**src/net_guard_params.svh**
```systemverilog
// constants for the command source guard: offsets, fields, reset values, timing
// Operation
// RULE1: four base address octets, each 0 to 255, zero after reset.
// RULE2: all four base octets zero means no peer may command the drive.
// RULE3: third and fourth octets accepted between base and range, either bound larger.
// RULE4: range value 9999 disables the range; octet must equal base exactly.
// RULE5: traffic stops from all allowed peers: raise loss fault, shut output off.
// RULE6: check interval 9999 turns signal loss detection off.
// RULE7: interval 0 serves reads but faults at once entering network mode.
// RULE8: interval 0 with network start-up mode: one exchange, then fault.
// RULE9: peers must send at intervals no longer than the check interval.
// RULE10: any received data from allowed peers clears the loss counter; the code clears it only on admitted operation frames.
// RULE11: loss check starts at first frame in network mode with Ethernet source.
// RULE12: address and range settings take effect only after a drive reset.
// RULE13: app enabled when a slot holds 44818, unless any slot holds 45238.
// RULE14: peers should use interval 9999 or above their cycle and retry time.
// RULE15: operation commands honoured only from frames whose source address matches.
`ifndef NET_GUARD_PARAMS_SVH
`define NET_GUARD_PARAMS_SVH

// register byte offsets
`define OFS_BASE_ADDR     8'h00
`define OFS_RANGE3        8'h04
`define OFS_RANGE4        8'h08
`define OFS_INTERVAL      8'h0C
`define OFS_FUNC12        8'h10
`define OFS_FUNC34        8'h14
`define OFS_EVENT_STATUS  8'h18
`define OFS_EVENT_MASK    8'h1C
`define OFS_GUARD_STATE   8'h20

// event status bit positions
`define EVT_FAULT         0
`define EVT_REJECT        1
`define EVT_ACCEPT        2

// reset values and special codes
`define BASE_RESET        32'h0000_0000
`define RANGE_OFF         14'h270F
`define INTERVAL_OFF      14'h270F
`define INTERVAL_RESET    14'h0000
`define SLOT1_RESET       16'h1389
`define SLOT2_RESET       16'hB0B5
`define SLOT3_RESET       16'hB0B6
`define SLOT4_RESET       16'h270F
`define APP_ENIP          16'hAF12
`define APP_BLOCKER       16'hB0B6

// timing: one interval unit is 0.1 s
`define CLK_PERIOD_NS     50
`define LOSS_UNIT_NS      100000000

`endif

```
**src/net_guard_pkg.sv**
```systemverilog
// types shared by the command source guard
package net_guard_pkg;
  typedef enum logic [1:0] {
    LOSS_IDLE,
    LOSS_ARMED,
    LOSS_FAULTED
  } loss_state_type;
  typedef logic [13:0] setting_type;
  typedef logic [15:0] slot_type;
endpackage

```
**src/src_match.sv**
```systemverilog
// source address matcher for incoming frames
`timescale 1ns/1ns
`include "net_guard_params.svh"
module src_match
(
  // clock and reset
  input  wire logic                      mclk,
  input  wire logic                      reset,
  // frame in
  input  wire logic                      in_valid,
  input  wire logic [31:0]               src_ip,
  // active settings
  input  wire logic [31:0]               base_ip,
  input  wire net_guard_pkg::setting_type range3,
  input  wire net_guard_pkg::setting_type range4,
  // result
  output logic                           match_valid,
  output logic                           match
);
  import net_guard_pkg::*;

  logic next_match_valid;
  logic next_match;

  // octet inside the ordered pair of bounds, or exact when range is off
  function automatic logic octet_ok(input logic [7:0] src, input logic [7:0] base, input setting_type rng);
    setting_type s;
    setting_type b;
    s = {6'h00, src};
    b = {6'h00, base};
    if (rng == `RANGE_OFF)
      octet_ok = (src == base); // see RULE4
    else if (b <= rng)
      octet_ok = (s >= b) && (s <= rng); // see RULE3
    else
      octet_ok = (s >= rng) && (s <= b); // see RULE3
  endfunction

  // all zero base admits nobody
  always_comb
  begin
    next_match_valid = in_valid;
    next_match = (base_ip != `BASE_RESET) // see RULE2
      && (src_ip[31:24] == base_ip[31:24])
      && (src_ip[23:16] == base_ip[23:16])
      && octet_ok(src_ip[15:8], base_ip[15:8], range3)
      && octet_ok(src_ip[7:0], base_ip[7:0], range4);
  end

  always_ff @(posedge mclk)
  begin
    if (reset)
    begin
      match_valid <= 1'b0;
      match       <= 1'b0;
    end
    else
    begin
      match_valid <= next_match_valid;
      match       <= next_match;
    end
  end
endmodule

```
**src/loss_timer.sv**
```systemverilog
// signal loss timer counting whole interval units
`timescale 1ns/1ns
`include "net_guard_params.svh"
module loss_timer
#(
  parameter int UNIT_CYCLES = `LOSS_UNIT_NS / `CLK_PERIOD_NS
)
(
  // clock and reset
  input  wire logic                      mclk,
  input  wire logic                      reset,
  // control
  input  wire logic                      run,
  input  wire logic                      restart,
  input  wire net_guard_pkg::setting_type interval,
  // result
  output logic                           expired
);
  import net_guard_pkg::*;

  logic [31:0] prescale;
  setting_type units;
  logic [31:0] next_prescale;
  setting_type next_units;
  logic        next_expired;

  // counts units of 0.1 s; any restart pulse puts the count back to zero
  always_comb
  begin
    next_prescale = prescale;
    next_units    = units;
    next_expired  = 1'b0;
    if (!run || restart)
    begin
      next_prescale = 32'h0000_0000; // see RULE10
      next_units    = 14'h0000;
    end
    else if (prescale == 32'(UNIT_CYCLES - 1))
    begin
      next_prescale = 32'h0000_0000;
      if (units != 14'h3FFF)
        next_units = units + 14'h0001;
    end
    else
      next_prescale = prescale + 32'h0000_0001;
    // expiry only for a real interval; zero and off are handled outside
    if (run && !restart && interval != 14'h0000 && interval != `INTERVAL_OFF && units >= interval)
      next_expired = 1'b1; // see RULE5
  end

  always_ff @(posedge mclk)
  begin
    if (reset)
    begin
      prescale <= 32'h0000_0000;
      units    <= 14'h0000;
      expired  <= 1'b0;
    end
    else
    begin
      prescale <= next_prescale;
      units    <= next_units;
      expired  <= next_expired;
    end
  end
endmodule

```
**src/net_command_source_guard.sv**
```systemverilog
// command source guard: APB settings, source admission and signal loss fault
`timescale 1ns/1ns
`include "net_guard_params.svh"
module net_command_source_guard
#(
  parameter int UNIT_CYCLES = `LOSS_UNIT_NS / `CLK_PERIOD_NS
)
(
  // clock and reset
  input  wire logic        mclk,
  input  wire logic        reset,
  // apb slave
  input  wire logic        psel,
  input  wire logic        penable,
  input  wire logic        pwrite,
  input  wire logic [7:0]  paddr,
  input  wire logic [31:0] pwdata,
  output logic             pready,
  output logic [31:0]      prdata,
  output logic             pslverr,
  // drive context
  input  wire logic        drive_reset,
  input  wire logic        network_operation_mode,
  input  wire logic        ethernet_cmd_source,
  // received frames
  input  wire logic        rx_valid,
  input  wire logic [31:0] rx_src_ip,
  input  wire logic        rx_is_operation,
  // results
  output logic             cmd_accept,
  output logic             cmd_reject,
  output logic             comm_loss_fault,
  output logic             output_shutoff,
  output logic             net_app_enable,
  output logic             irq
);
  import net_guard_pkg::*;

  // written settings, pending until a drive reset
  logic [31:0]    pend_base;
  setting_type    pend_range3;
  setting_type    pend_range4;
  setting_type    pend_interval;
  slot_type       pend_slot [4];
  // settings in force
  logic [31:0]    act_base;
  setting_type    act_range3;
  setting_type    act_range4;
  setting_type    loss_check_interval;
  logic [2:0]     event_status;
  logic [2:0]     event_mask;
  logic [31:0]    next_pend_base;
  setting_type    next_pend_range3;
  setting_type    next_pend_range4;
  setting_type    next_pend_interval;
  slot_type       next_pend_slot [4];
  logic [31:0]    next_act_base;
  setting_type    next_act_range3;
  setting_type    next_act_range4;
  setting_type    next_interval;
  logic [2:0]     next_event_status;
  logic [2:0]     next_event_mask;
  logic           next_pready;
  logic [31:0]    next_prdata;
  logic           next_pslverr;
  logic           next_app;
  logic           next_irq;
  // guard state
  loss_state_type state;
  loss_state_type next_state;
  logic           startup_net;
  logic           first_cycle;
  logic           exchanged;
  logic           next_startup_net;
  logic           next_first_cycle;
  logic           next_exchanged;
  logic           next_accept;
  logic           next_reject;
  logic           next_fault;
  logic           match_valid;
  logic           match;
  logic           expired;
  logic           net_active;
  logic           wr_en;
  logic           raise_fault;
  logic           app_hit;
  logic           app_block;

  assign wr_en = psel && penable && pready && pwrite;
  assign net_active = network_operation_mode && ethernet_cmd_source;

  // admission is judged one cycle after the frame arrives
  src_match u_match
  (
    .mclk        (mclk),
    .reset       (reset),
    .in_valid    (rx_valid && rx_is_operation && net_app_enable),
    .src_ip      (rx_src_ip),
    .base_ip     (act_base),
    .range3      (act_range3),
    .range4      (act_range4),
    .match_valid (match_valid),
    .match       (match)
  );

  loss_timer #(.UNIT_CYCLES(UNIT_CYCLES)) u_timer
  (
    .mclk     (mclk),
    .reset    (reset),
    .run      (state == LOSS_ARMED && loss_check_interval != `INTERVAL_OFF), // see RULE6
    .restart  (match_valid && match), // see RULE10
    .interval (loss_check_interval),
    .expired  (expired)
  );

  // application select across the four slots, only the loaded values count
  always_comb
  begin
    app_hit   = 1'b0;
    app_block = 1'b0;
    for (int i = 0; i < 4; i++)
    begin
      app_hit   = app_hit   || (pend_slot[i] == `APP_ENIP);
      app_block = app_block || (pend_slot[i] == `APP_BLOCKER);
    end
  end

  // register file and apb answers; pready rises in the second access cycle
  always_comb
  begin
    next_pend_base     = pend_base;
    next_pend_range3   = pend_range3;
    next_pend_range4   = pend_range4;
    next_pend_interval = pend_interval;
    next_pend_slot     = pend_slot;
    next_act_base      = act_base;
    next_act_range3    = act_range3;
    next_act_range4    = act_range4;
    next_interval      = loss_check_interval;
    next_event_mask    = event_mask;
    next_event_status  = event_status;
    next_app           = net_app_enable;
    next_pready        = psel && penable && !pready;
    next_prdata        = 32'h0000_0000;
    next_pslverr       = 1'b0;
    case (paddr)
      `OFS_BASE_ADDR:    next_prdata = pend_base;
      `OFS_RANGE3:       next_prdata = {18'h00000, pend_range3};
      `OFS_RANGE4:       next_prdata = {18'h00000, pend_range4};
      `OFS_INTERVAL:     next_prdata = {18'h00000, pend_interval};
      `OFS_FUNC12:       next_prdata = {pend_slot[1], pend_slot[0]};
      `OFS_FUNC34:       next_prdata = {pend_slot[3], pend_slot[2]};
      `OFS_EVENT_STATUS: next_prdata = {29'h0000_0000, event_status};
      `OFS_EVENT_MASK:   next_prdata = {29'h0000_0000, event_mask};
      `OFS_GUARD_STATE:  next_prdata = {26'h000_0000, startup_net, exchanged, net_app_enable,
                                        state == LOSS_ARMED, comm_loss_fault, act_base != `BASE_RESET};
      default:           next_pslverr = psel && penable && !pready;
    endcase
    if (wr_en)
    begin
      case (paddr)
        `OFS_BASE_ADDR:    next_pend_base = pwdata; // see RULE1
        `OFS_RANGE3:       next_pend_range3 = pwdata[13:0];
        `OFS_RANGE4:       next_pend_range4 = pwdata[13:0];
        `OFS_INTERVAL:     next_pend_interval = pwdata[13:0];
        `OFS_FUNC12:
        begin
          next_pend_slot[0] = pwdata[15:0];
          next_pend_slot[1] = pwdata[31:16];
        end
        `OFS_FUNC34:
        begin
          next_pend_slot[2] = pwdata[15:0];
          next_pend_slot[3] = pwdata[31:16];
        end
        `OFS_EVENT_STATUS: next_event_status = event_status & ~pwdata[2:0];
        `OFS_EVENT_MASK:   next_event_mask = pwdata[2:0];
        default:           next_event_mask = event_mask;
      endcase
    end
    // hardware events win over a clear in the same cycle
    next_event_status[`EVT_FAULT]  = next_event_status[`EVT_FAULT]  || raise_fault;
    next_event_status[`EVT_REJECT] = next_event_status[`EVT_REJECT] || next_reject;
    next_event_status[`EVT_ACCEPT] = next_event_status[`EVT_ACCEPT] || next_accept;
    // settings move into force only on a drive reset
    if (drive_reset)
    begin
      next_act_base   = pend_base; // see RULE12
      next_act_range3 = pend_range3;
      next_act_range4 = pend_range4;
      next_interval   = pend_interval;
      next_app        = app_hit && !app_block; // see RULE13
    end
    next_irq = |(next_event_status & event_mask);
  end

  always_ff @(posedge mclk)
  begin
    if (reset)
    begin
      pend_base           <= `BASE_RESET;
      pend_range3         <= `RANGE_OFF;
      pend_range4         <= `RANGE_OFF;
      pend_interval       <= `INTERVAL_RESET;
      pend_slot[0]        <= `SLOT1_RESET;
      pend_slot[1]        <= `SLOT2_RESET;
      pend_slot[2]        <= `SLOT3_RESET;
      pend_slot[3]        <= `SLOT4_RESET;
      act_base            <= `BASE_RESET;
      act_range3          <= `RANGE_OFF;
      act_range4          <= `RANGE_OFF;
      loss_check_interval <= `INTERVAL_RESET;
      event_status        <= 3'h0;
      event_mask          <= 3'h0;
      net_app_enable      <= 1'b0;
      pready              <= 1'b0;
      prdata              <= 32'h0000_0000;
      pslverr             <= 1'b0;
      irq                 <= 1'b0;
    end
    else
    begin
      pend_base           <= next_pend_base;
      pend_range3         <= next_pend_range3;
      pend_range4         <= next_pend_range4;
      pend_interval       <= next_pend_interval;
      pend_slot           <= next_pend_slot;
      act_base            <= next_act_base;
      act_range3          <= next_act_range3;
      act_range4          <= next_act_range4;
      loss_check_interval <= next_interval;
      event_status        <= next_event_status;
      event_mask          <= next_event_mask;
      net_app_enable      <= next_app;
      pready              <= next_pready;
      prdata              <= next_prdata;
      pslverr             <= next_pslverr;
      irq                 <= next_irq;
    end
  end

  // loss supervision; interval zero faults at once unless started in network mode
  always_comb
  begin
    next_state       = state;
    next_first_cycle = 1'b0;
    next_startup_net = startup_net;
    next_exchanged   = exchanged;
    next_accept      = match_valid && match && state != LOSS_FAULTED; // see RULE15
    next_reject      = match_valid && !(match && state != LOSS_FAULTED); // see RULE2
    raise_fault      = 1'b0;
    // start-up mode is caught on the first clocked cycle after reset
    if (first_cycle)
      next_startup_net = net_active;
    if (match_valid && match && net_active)
      next_exchanged = 1'b1;
    case (state)
      LOSS_IDLE:
      begin
        if (net_active && loss_check_interval == 14'h0000 && !first_cycle
            && (!startup_net || next_exchanged))
          raise_fault = 1'b1; // see RULE7 and RULE8
        else if (net_active && match_valid && match)
          next_state = LOSS_ARMED; // see RULE11
      end
      LOSS_ARMED:
      begin
        if (!net_active)
          next_state = LOSS_IDLE;
        else if (expired || loss_check_interval == 14'h0000)
          raise_fault = 1'b1; // see RULE5
      end
      LOSS_FAULTED:  next_state = LOSS_FAULTED;
      default:       next_state = LOSS_IDLE;
    endcase
    if (raise_fault)
      next_state = LOSS_FAULTED;
    // a drive reset clears the fault and starts supervision afresh
    if (drive_reset)
    begin
      next_state     = LOSS_IDLE;
      next_exchanged = 1'b0;
    end
    next_fault = (next_state == LOSS_FAULTED);
  end

  always_ff @(posedge mclk)
  begin
    if (reset)
    begin
      state           <= LOSS_IDLE;
      first_cycle     <= 1'b1;
      startup_net     <= 1'b0;
      exchanged       <= 1'b0;
      cmd_accept      <= 1'b0;
      cmd_reject      <= 1'b0;
      comm_loss_fault <= 1'b0;
      output_shutoff  <= 1'b0;
    end
    else
    begin
      state           <= next_state;
      first_cycle     <= next_first_cycle;
      startup_net     <= next_startup_net;
      exchanged       <= next_exchanged;
      cmd_accept      <= next_accept;
      cmd_reject      <= next_reject;
      comm_loss_fault <= next_fault;
      output_shutoff  <= next_fault; // see RULE5
    end
  end
endmodule

```
**config.mk**
```make
export PLATFORM = sky130hd
export DESIGN_NAME = net_command_source_guard
export DESIGN_NICKNAME = d
export VERILOG_FILES = /design/src/net_guard_pkg.sv /design/src/src_match.sv /design/src/loss_timer.sv /design/src/net_command_source_guard.sv
export VERILOG_INCLUDE_DIRS = /design/src
export SDC_FILE = /design/constraint.sdc
export NUM_CORES = 1
export LEC_CHECK = 0
export BUFFER_PORTS_ARGS = -buffer_cell sky130_fd_sc_hd__buf_2
export CAP_MARGIN = 20
export CORE_ASPECT_RATIO = 1.1
export CORE_UTILIZATION = 50
export DETAILED_ROUTE_END_ITERATION = 7
export PLACE_DENSITY = 0.8
export SKIP_LAST_GASP = 1
export SLEW_MARGIN = 40
export SYNTH_ARGS = -nofsm -noshare
export SYNTH_HDL_FRONTEND = slang
export SYNTH_SLANG_ARGS = --single-unit
export TNS_END_PERCENT = 1
```
**constraint.sdc**
```tcl
create_clock -name mclk -period 2.6 [get_ports mclk]
set_input_delay 0.13 -clock mclk [delete_from_list [all_inputs] [get_ports mclk]]
set_output_delay 0.13 -clock mclk [all_outputs]
set_load 0.005 [all_outputs]
```
* Yosys cells after proc, flatten, opt, wreduce, memory -nomap -nowiden
Cells that the tools add are included.
Operators by class: $add $sub $neg 2, $lt $le $gt $ge 11, equality and inequality tests 29, mux-type cells 20, bitwise logic cells 3, reductions and logical operators 68
Operators by type and width (number):
- 32-bit one-hot mux with 9 select lines | 1
- 16-bit equality test (second input constant) | 8
- 8-bit by 14-bit <= comparator with 1-bit output | 4
- 32-bit by 1-bit adder with 32-bit output (second input constant) | 1
- 32-bit by 21-bit equality test with 1-bit output (second input constant) | 1
- 8-bit by 5-bit equality test with 1-bit output (second input constant) | 4
- 8-bit equality test | 4
- 32-bit nonzero test | 1
- 1-bit logical AND | 31
- 14-bit equality test (second input constant) | 2
- 8-bit by 14-bit greater-or-equal comparator with 1-bit output | 2
- 14-bit != test (second input constant) | 2
- 8-bit by 4-bit equality test with 1-bit output (second input constant) | 2
- 8-bit greater-or-equal comparator | 2
- 8-bit <= comparator | 2
- 2-bit AND reduction | 8
- 14-bit by 1-bit adder with 14-bit output (second input constant) | 1
- 14-bit greater-or-equal comparator | 1
- 14-bit logical NOT | 1
- 14-bit nonzero test | 1
- 1-bit logical OR | 12
- 1-bit two-way mux | 10
- 2-bit two-way mux | 5
- 10-bit OR reduction | 1
- 15 further kinds | 26
Word-level totals: bits in registers 311, bits of input ports 82, output and inout bits 40, word-level logic and storage cells 164

* Depth between registers and ports, before layout
Gate-level depths: netlist of the first run.
depth in word-level cells 10, mapped depth 8

* By module
Synthesis of the first run repeated with hierarchy kept, for this count alone.
Unflattened totals: cells, all modules 1703, area, all modules 14500.2 µm²
Modules (own cells, without submodules):
- net_command_source_guard | instances 1, cells each 1177, area each 10269.8 µm²
- loss_timer | instances 1, cells each 308, area each 2555.0 µm²
- src_match | instances 1, cells each 218, area each 1675.4 µm²

* Worst setup path after synthesis of the first run
Ideal clock, no wire load.
path type register to register, start reg act_range4[7], end reg u_match.match, data arrival time 2011 ps, data required time 2485 ps, slack 475 ps, stages on the path, launching flop included 8, buffers on the path 0, clock period less this slack 2125 ps, path through dfxtp_1 -> inv_1 -> ha_1 -> a211o_1 -> a2111oi_0 -> nor2_1 -> xor2_1 -> a2111oi_0
Between the ends: word-level cells in the longest chain between the ends 5, elaborated cells on any way between the ends 9, classes of those cells 3 x order compare; 1 x eq/ne; 2 x mux; 3 x reduce/logical
RTL lines:
- start, declared | RTL line net_command_source_guard.sv:48 | setting_type act_range4;
- start signal, assigned | RTL line net_command_source_guard.sv:211 | act_range4 <= `RANGE_OFF;
- start signal, assigned | RTL line net_command_source_guard.sv:230 | act_range4 <= next_act_range4;
- 8-bit by 14-bit greater-or-equal comparator with 1-bit output / 8-bit by 14-bit <= comparator with 1-bit output (equally long branches) | RTL line src_match.sv:36, src_match.sv:34
- 1-bit logical AND (on tied branches) | RTL line src_match.sv:36, src_match.sv:34
- 1-bit two-way mux | RTL line src_match.sv:33 | else if (b <= rng)
- 1-bit two-way mux * | RTL line src_match.sv:31 | if (rng == `RANGE_OFF)
- 1-bit logical AND * | RTL line src_match.sv:43 | next_match = (base_ip != `BASE_RESET)
- end signal, assigned | RTL line src_match.sv:60 | match <= next_match;
- end, declared | RTL line src_match.sv:18 | output logic match
Mark *: on every way between the ends. The rest lies on a longest branch, timed or not. A chain may end at the register's enable or synchronous reset.

* Final worst setup path of the first run
start reg u_timer.prescale[27], end reg u_timer.units[13]
Between the ends: word-level cells in the longest chain between the ends 2
RTL lines:
- start, declared | RTL line loss_timer.sv:21 | logic [31:0] prescale;
- start signal, assigned | RTL line loss_timer.sv:61 | prescale <= next_prescale;
- 32-bit by 21-bit equality test with 1-bit output | RTL line loss_timer.sv:38 | else if (prescale == 32'(UNIT_CYCLES - 1))
- 2-bit AND reduction (no source line)
- end signal, assigned | RTL line loss_timer.sv:62 | units <= next_units;
- end, declared | RTL line loss_timer.sv:22 | setting_type units;
Every way passes these cells.

==> results of run 1 <==
[path summary, 6_finish.rpt]
| kind | end |
|---|---|
| min reg2reg | u_timer.prescale[0] |
| min | act_range4[2] |
| max | u_timer.units[13] |
| max reg2reg | u_timer.units[13] |
[metrics by stage]
step                      setup WS [ns]  power, mW  util (%)  instance area, µm²  hold WS [ns]
after detailed placement          0.280       5.27      54.2               15000         0.385
after CTS                         0.310       9.81      59.6               16500        0.0427
final                             0.300       9.78      59.6               16500        0.0680
after floorplan                   0.475       5.10         -               14100         0.158
after global placement            0.381       5.27      54.2               15000         0.375
after global routing             0.0812       10.0      59.6               16500        0.0795
[power groups by stage]
stage | logic [mW] | clock network, mW | registers, mW
2_1_floorplan | 0.214 | 0 | 4.88
3_3_place_gp | 0.382 | 0 | 4.88
3_5_place_dp | 0.388 | 0 | 4.88
4_1_cts | 0.440 | 4.59 | 4.78
5_1_grt | 0.481 | 4.79 | 4.78
6_report | 0.452 | 4.55 | 4.78
[worst max-delay path, stage by stage, from the launching register on]
cell and delay, ns:
dfxtp_1 0.35, or4_4 0.56, nor4_4 0.36, o2111ai_4 0.36, nor4_1 0.36, xnor2_1 0.16
nor2_1 0.05
[cell usage after synthesis (13+ instances only)]
master,instances
nand2_1,355
dfxtp_1,311
nor2_1,153
a21oi_1,125
nand3_1,83
mux2i_1,72
clkbuf_1,70
ha_1,64
inv_1,62
nand4_1,31
nor3_1,31
xnor2_1,30
a222oi_1,29
xor2_1,28
nor4_1,22
a22oi_1,14
and3_1,13
buf_2,13
[sequential cells by signal, summed over array words and instances (netlist names), 2 cells and up]
register and cells:
state 2, event_status 3, u_timer.prescale 32, pend_range4 14, pend_interval 14, act_range4 14
act_base 32, event_mask 3, pend_slot 64, prdata 32, pend_base 32, loss_check_interval 14
pend_range3 14, act_range3 14, u_timer.units 14
[cell usage in the layout, fill, tap and decap left out, types with 21 or more instances in the layout]
| cell | Yosys | final |
|---|---|---|
| nand4_1 | 31 | 31 |
| mux2i_1 | 72 | 72 |
| nor3_1 | 31 | 31 |
| a21oi_1 | 125 | 125 |
| inv_1 | 62 | 61 |
| nand3_1 | 83 | 83 |
| ha_1 | 64 | 64 |
| a222oi_1 | 29 | 29 |
| nand2_1 | 355 | 355 |
| xor2_1 | 28 | 28 |
| xnor2_1 | 30 | 30 |
| buf_4 | 4 | 30 |
| nor4_1 | 22 | 21 |
| nor2_1 | 153 | 152 |
| buf_2 | 13 | 119 |
| clkbuf_16 | 0 | 30 |
| dfxtp_1 | 311 | 311 |
| dlygate4sd3_1 | 0 | 44 |
[layer usage]
layer	track usage (%)	share of wire [%]
met5	0	0
met4	12.3	4.4
met3	4.79	8.8
met2	46.6	47
met1	35.8	40
[final cells by class]
type / instances / area [µm²]
multi-input cells: 1205 / 7230
inverters: 62 / 233
clock inverters: 21 / 240
clock buffers: 34 / 806
repair buffers: 196 / 1310
fillers: 2339 / 11200
flip-flops and latches: 311 / 6230
well taps: 363 / 454
[repair_timing]
| item | 4_1_cts | 5_1_grt |
|---|---|---|
| endpoints found under the hold margin | 152 | 0 |
| gates resized for setup | 0 | 0 |
| hold buffers | 44 | 0 |
[logic make-up (layout without fill, tap and decap cells)]
kind of cell               after synthesis  count (layout)
AOI/OAI and AO/OA                      257             257
xor gates and xnor gates                58              58
adders and majority gates               64              64
buffers and inverters                  157             313
DFF                                    311             311
muxes                                   72              72
and+or+nand+nor                        754             754
==> flow_metrics.tcl, run 1 <==
set metrics [dict create \
    run_status "finished with violations" \
    violations "DRC" \
    setup_viol 0 \
    grt_max_degree 104 \
    start_util_pct 50.8 \
    first_iter_violations 1668 \
    clock_skew_ns 0.0212 \
    clk_pin_slew_worst_paths_ns 0.07 \
    p_sw_share_pct 22.3 \
    hold_violations 0 \
    syn_avg_cell_area_um2 8.41 \
    drive_gt1_share_pct 12.5 \
    max_freq_ghz 0.435 \
    cts_tree "yes" \
    min-delay-start "drive_reset" \
    relSlewSlack_pct 45.8 \
    detail-route-antenna-nets 0 \
    synth_edf_count 0 \
    crit_path_start "u_timer.prescale[27]" \
    diodes 0 \
    synth_nets 1819 \
    clkPwrFrac_pct 46.5 \
    cts_setup_buffers 0 \
    r2r_cells 6 \
    yosysTopAreaCellShare_pct 44.2 \
    rsz0062_at_grt "no" \
    drv_slew 0 \
    die_area_um2 28800 \
    core-area_um2 27700 \
    ys.flop_type "dfxtp_1" \
    synth_cell_type_count 68 \
    clkLatencyLatePin_ns 0.56 \
    timing.final.crit_period_ns 2.30 \
    rows 64 \
    powerDensity_nw_per_um2 592 \
    synthCells 1673 \
    place_congestion 0.968 \
    vias 13000 \
    combPwrFrac_pct 4.6 \
    port_buffers 121 \
    area_delta_synth_final_pct 17.2 \
    worst-path-max-fanout 16 \
    crit_arrival_ns 2.75 \
    seqPwrFrac_pct 48.9 \
    synth_xor_area_share_pct 3.61 \
    synth-simple-area-share_pct 24.6 \
    synthTopCellsByArea "dfxtp_1 (44%), nand2_1 (9.5%), ha_1 (5.7%)" \
    antenna_found_initial 1 \
    clock-root-buffer "clkbuf_16" \
    grt-ovfl-total 0 \
    vias_per_cell 5.92 \
    async_flop_share_pct 0 \
    synth_compound_area_share_pct 12.3 \
    synth_fa_ha_area_share_pct 5.69 \
    netlist_area_um2 14100 \
    irDropWorstVdd_v 0.000541 \
    finalSetupTns_ns 0 \
    wl_per_cell_um 18.7 \
    yosys_warnings 0 \
    switchingPower_mw 2.18 \
    cp-start-kind "flip-flop" \
    p_leak_nw 6.50 \
    groute.usage.overall_pct 28.1 \
    cts_max_path_buffers 3 \
    grt_pass1_wl_um 64400 \
    synth_top_family_by_area "simple AND/OR/NAND/NOR gates" \
    cts_buffers 30 \
    final_cells 2192 \
    ys_seq_elements 311 \
    nets 1952 \
    dpl.hpwl_um 29300 \
    remaining_drc_errors 10 \
    reg2reg_setup_slack_ns 0.30 \
    cts_max_level 1 \
    synth_top_area_cell "dfxtp_1" \
    r2r_start "u_timer.prescale[27]" \
    first_pass_iters 8 \
    worst_pin_slew_ns 0.812 \
    die_w_um 162 \
    critical_path_class "flip-flop to flip-flop" \
    p_int_mw 7.60 \
    maxCapViolCount 0 \
    dp_cells 2093 \
    min_period_over_period_pct 88.5 \
    clock_sinks 311 \
    die_h_um 178 \
    finalWirelength_um 41100 \
    pin_count 122 \
    hp-class "input pin to flip-flop" \
    end_kind "flip-flop" \
    synthMuxAreaShare_pct 5.12 \
    seq_area_frac_synth_pct 44.2 \
    min_path_cells 3 \
    critical_path_required_ns 3.05 \
    grt_pass1_vias 12200 \
]
Power figures use the tool's default switching activity.
==> run 2: changes to the inputs <==
Settings changed: CAP_MARGIN 20 to not set, CORE_MARGIN set to 2.
==> flow_metrics.tcl, run 2 (synthesis gave the netlist of run 1 again) <==
set metrics [dict create \
    run_status "finished clean" \
    worst-path-max-fanout 3 \
    die_area_um2 29500 \
    end_kind "flip-flop" \
    p_sw_share_pct 22.3 \
    cp-start-kind "flip-flop" \
    r2r_start "act_range4[7]" \
    maxCapViolCount 0 \
    reg2reg_to "u_match.match" \
    reg2reg_setup_slack_ns 0.30 \
    drv_slew 0 \
    clock_skew_ns 0.00913 \
    fillers 2280 \
    grt_pass1_vias 12500 \
    r2r_cells 8 \
    groute.usage.overall_pct 27.7 \
    antenna_found_initial 1 \
    rows 64 \
    slowest_stage "a2111oi_0" \
    die_h_um 180 \
    finalSetupTns_ns 0 \
    placed_area_um2 15000 \
    cts_setup_buffers 0 \
    timing.final.crit_period_ns 2.30 \
    nets 1960 \
    hp-class "input pin to flip-flop" \
    p_leak_nw 6.54 \
    irDropWorstVdd_v 0.000511 \
    place_congestion 0.935 \
    hold_violations 0 \
    wl_per_cell_um 18.9 \
    relSlewSlack_pct 47.5 \
    clkPwrFrac_pct 47.6 \
    clk_pin_slew_worst_paths_ns 0.07 \
    vias 13100 \
    powerDensity_nw_per_um2 600 \
    die_w_um 164 \
    pin_count 122 \
    cts_max_path_buffers 3 \
    final_cell_mix "nand2_1 (355), dfxtp_1 (311), nor2_1 (152), a21oi_1 (125), buf_2 (119)" \
    rsz0062_at_grt "no" \
    cts_buffers 30 \
    remaining_drc_errors 0 \
    path_cells "inv_1, ha_1, a211o_1, a2111oi_0, buf_4, nor2_1, xor2_1, a2111oi_0" \
    first_iter_violations 1699 \
    min-delay-start "paddr[4]" \
    min_period_over_period_pct 88.6 \
    combPwrFrac_pct 4.5 \
    seqPwrFrac_pct 47.9 \
    port_buffers 121 \
    dp_cells 2096 \
    area_delta_synth_final_pct 18.1 \
    top_register "pend_slot" \
    fin_area_um2 16600 \
    finalWirelength_um 41600 \
    fin_util_pct 59.8 \
    dpl.hpwl_um 29200 \
    layout_commonest_cell "nand2_1" \
    crit_arrival_ns 2.75 \
    grt_pass1_wl_um 66200 \
    start_util_pct 50.7 \
    cts.repair.resized 0 \
    detail-route-antenna-nets 0 \
    critical_path_class "flip-flop to flip-flop" \
    final_cells 2202 \
    first_pass_iters 8 \
    cp_common_cell "a2111oi_0" \
    cts_tree "yes" \
    min_path_cells 3 \
    p_int_mw 7.75 \
    largest_reg_flops 64 \
    grt-ovfl-total 0 \
    vias_per_cell 5.96 \
    max_stage_delay_ns 0.38 \
    max_freq_ghz 0.434 \
    drive_gt1_share_pct 12.6 \
    switchingPower_mw 2.22 \
    grt_max_degree 102 \
    worst_pin_slew_ns 0.787 \
    p_total_mw 9.97 \
    clock_sinks 311 \
    clkLatencyLatePin_ns 0.56 \
    clock-root-buffer "clkbuf_16" \
    hold_end "pslverr" \
    setup_viol 0 \
    cts_max_level 1 \
    critical_path_required_ns 3.05 \
    core-area_um2 27800 \
]
-- run 2: changes by cell type in the layout (fill, tap and decap cells not counted), sizes merged --
cell         delta
clkinv          -7
inv             +1
clkinvlp        +4
diode           +1
dlygate4sd3     +5
buf             +3
bufinv          +1
clkbuf          +2
-- run 2: worst max path at each step --
| stage | cells past startpoint | startpoint | slack, ns | to |
|---|---|---|---|---|
| after floorplan | 7 | act_range4[7] | 0.47 | u_match.match |
| after global placement | 6 | u_timer.prescale[27] | 0.39 | u_timer.units[7] |
| after detailed placement | 8 | act_range4[7] | 0.29 | u_match.match |
| after CTS | 8 | act_range4[7] | 0.31 | u_match.match |
| after global routing | 6 | u_timer.prescale[27] | 0.18 | u_timer.units[13] |
| final | 8 | act_range4[7] | 0.30 | u_match.match |
-- run 2: routing by layer --
layer | track usage, % | wire length (µm)
met5 | 0 | 0
met4 | 11.5 | 1900
met3 | 4.87 | 3680
met2 | 45.8 | 19800
met1 | 35.4 | 16300
-- run 2: power groups by stage --
| stage | Clock (mW) | Sequential, mW | Combinational [mW] |
|---|---|---|---|
| after floorplan | 0 | 4.88 | 0.214 |
| after CTS | 4.78 | 4.78 | 0.440 |
| after detailed placement | 0 | 4.88 | 0.383 |
| after global placement | 0 | 4.88 | 0.378 |
| after global routing | 4.98 | 4.77 | 0.484 |
| final | 4.74 | 4.78 | 0.451 |
-- run 2: layout make-up --
type	count	area [µm²]	area share, %
diodes	1	2.50	0.0151
repair buffers	204	1390	8.33
flip-flops and latches	311	6230	37.4
clock inverters	20	272	1.63
multi-input cells	1205	7230	43.5
well taps	363	454	2.73
inverters	62	233	1.40
clock buffers	36	823	4.95
-- run 2: repair_timing --
item | CTS | global route
hold buffers | 49 | 0
setup endpoints to repair | 0 | 0
hold endpoints to repair | 162 | 0
-- run 2: worst max-delay path, delay by kind of cell, from the launching register on --
| kind | cells | cell delay (ns) |
|---|---|---|
| XOR/XNOR | 1 | 0.16 |
| buffers and inverters | 2 | 0.29 |
| adder cells (fa/ha/maj) | 1 | 0.31 |
| AND/OR/NAND/NOR | 1 | 0.05 |
| flip-flops | 1 | 0.36 |
| AO/OA/AOI/OAI | 3 | 1.02 |
-- run 2: metrics by stage --
| step | worst slack [ns] | hold slack (ns) |
|---|---|---|
| 3_5_place_dp | 0.293 | 0.382 |
| 3_3_place_gp | 0.391 | 0.379 |
| 6_report | 0.296 | 0.0178 |
| 2_1_floorplan | 0.475 | 0.158 |
| 5_1_grt | 0.181 | 0.0619 |
| 4_1_cts | 0.309 | 0.000170 |
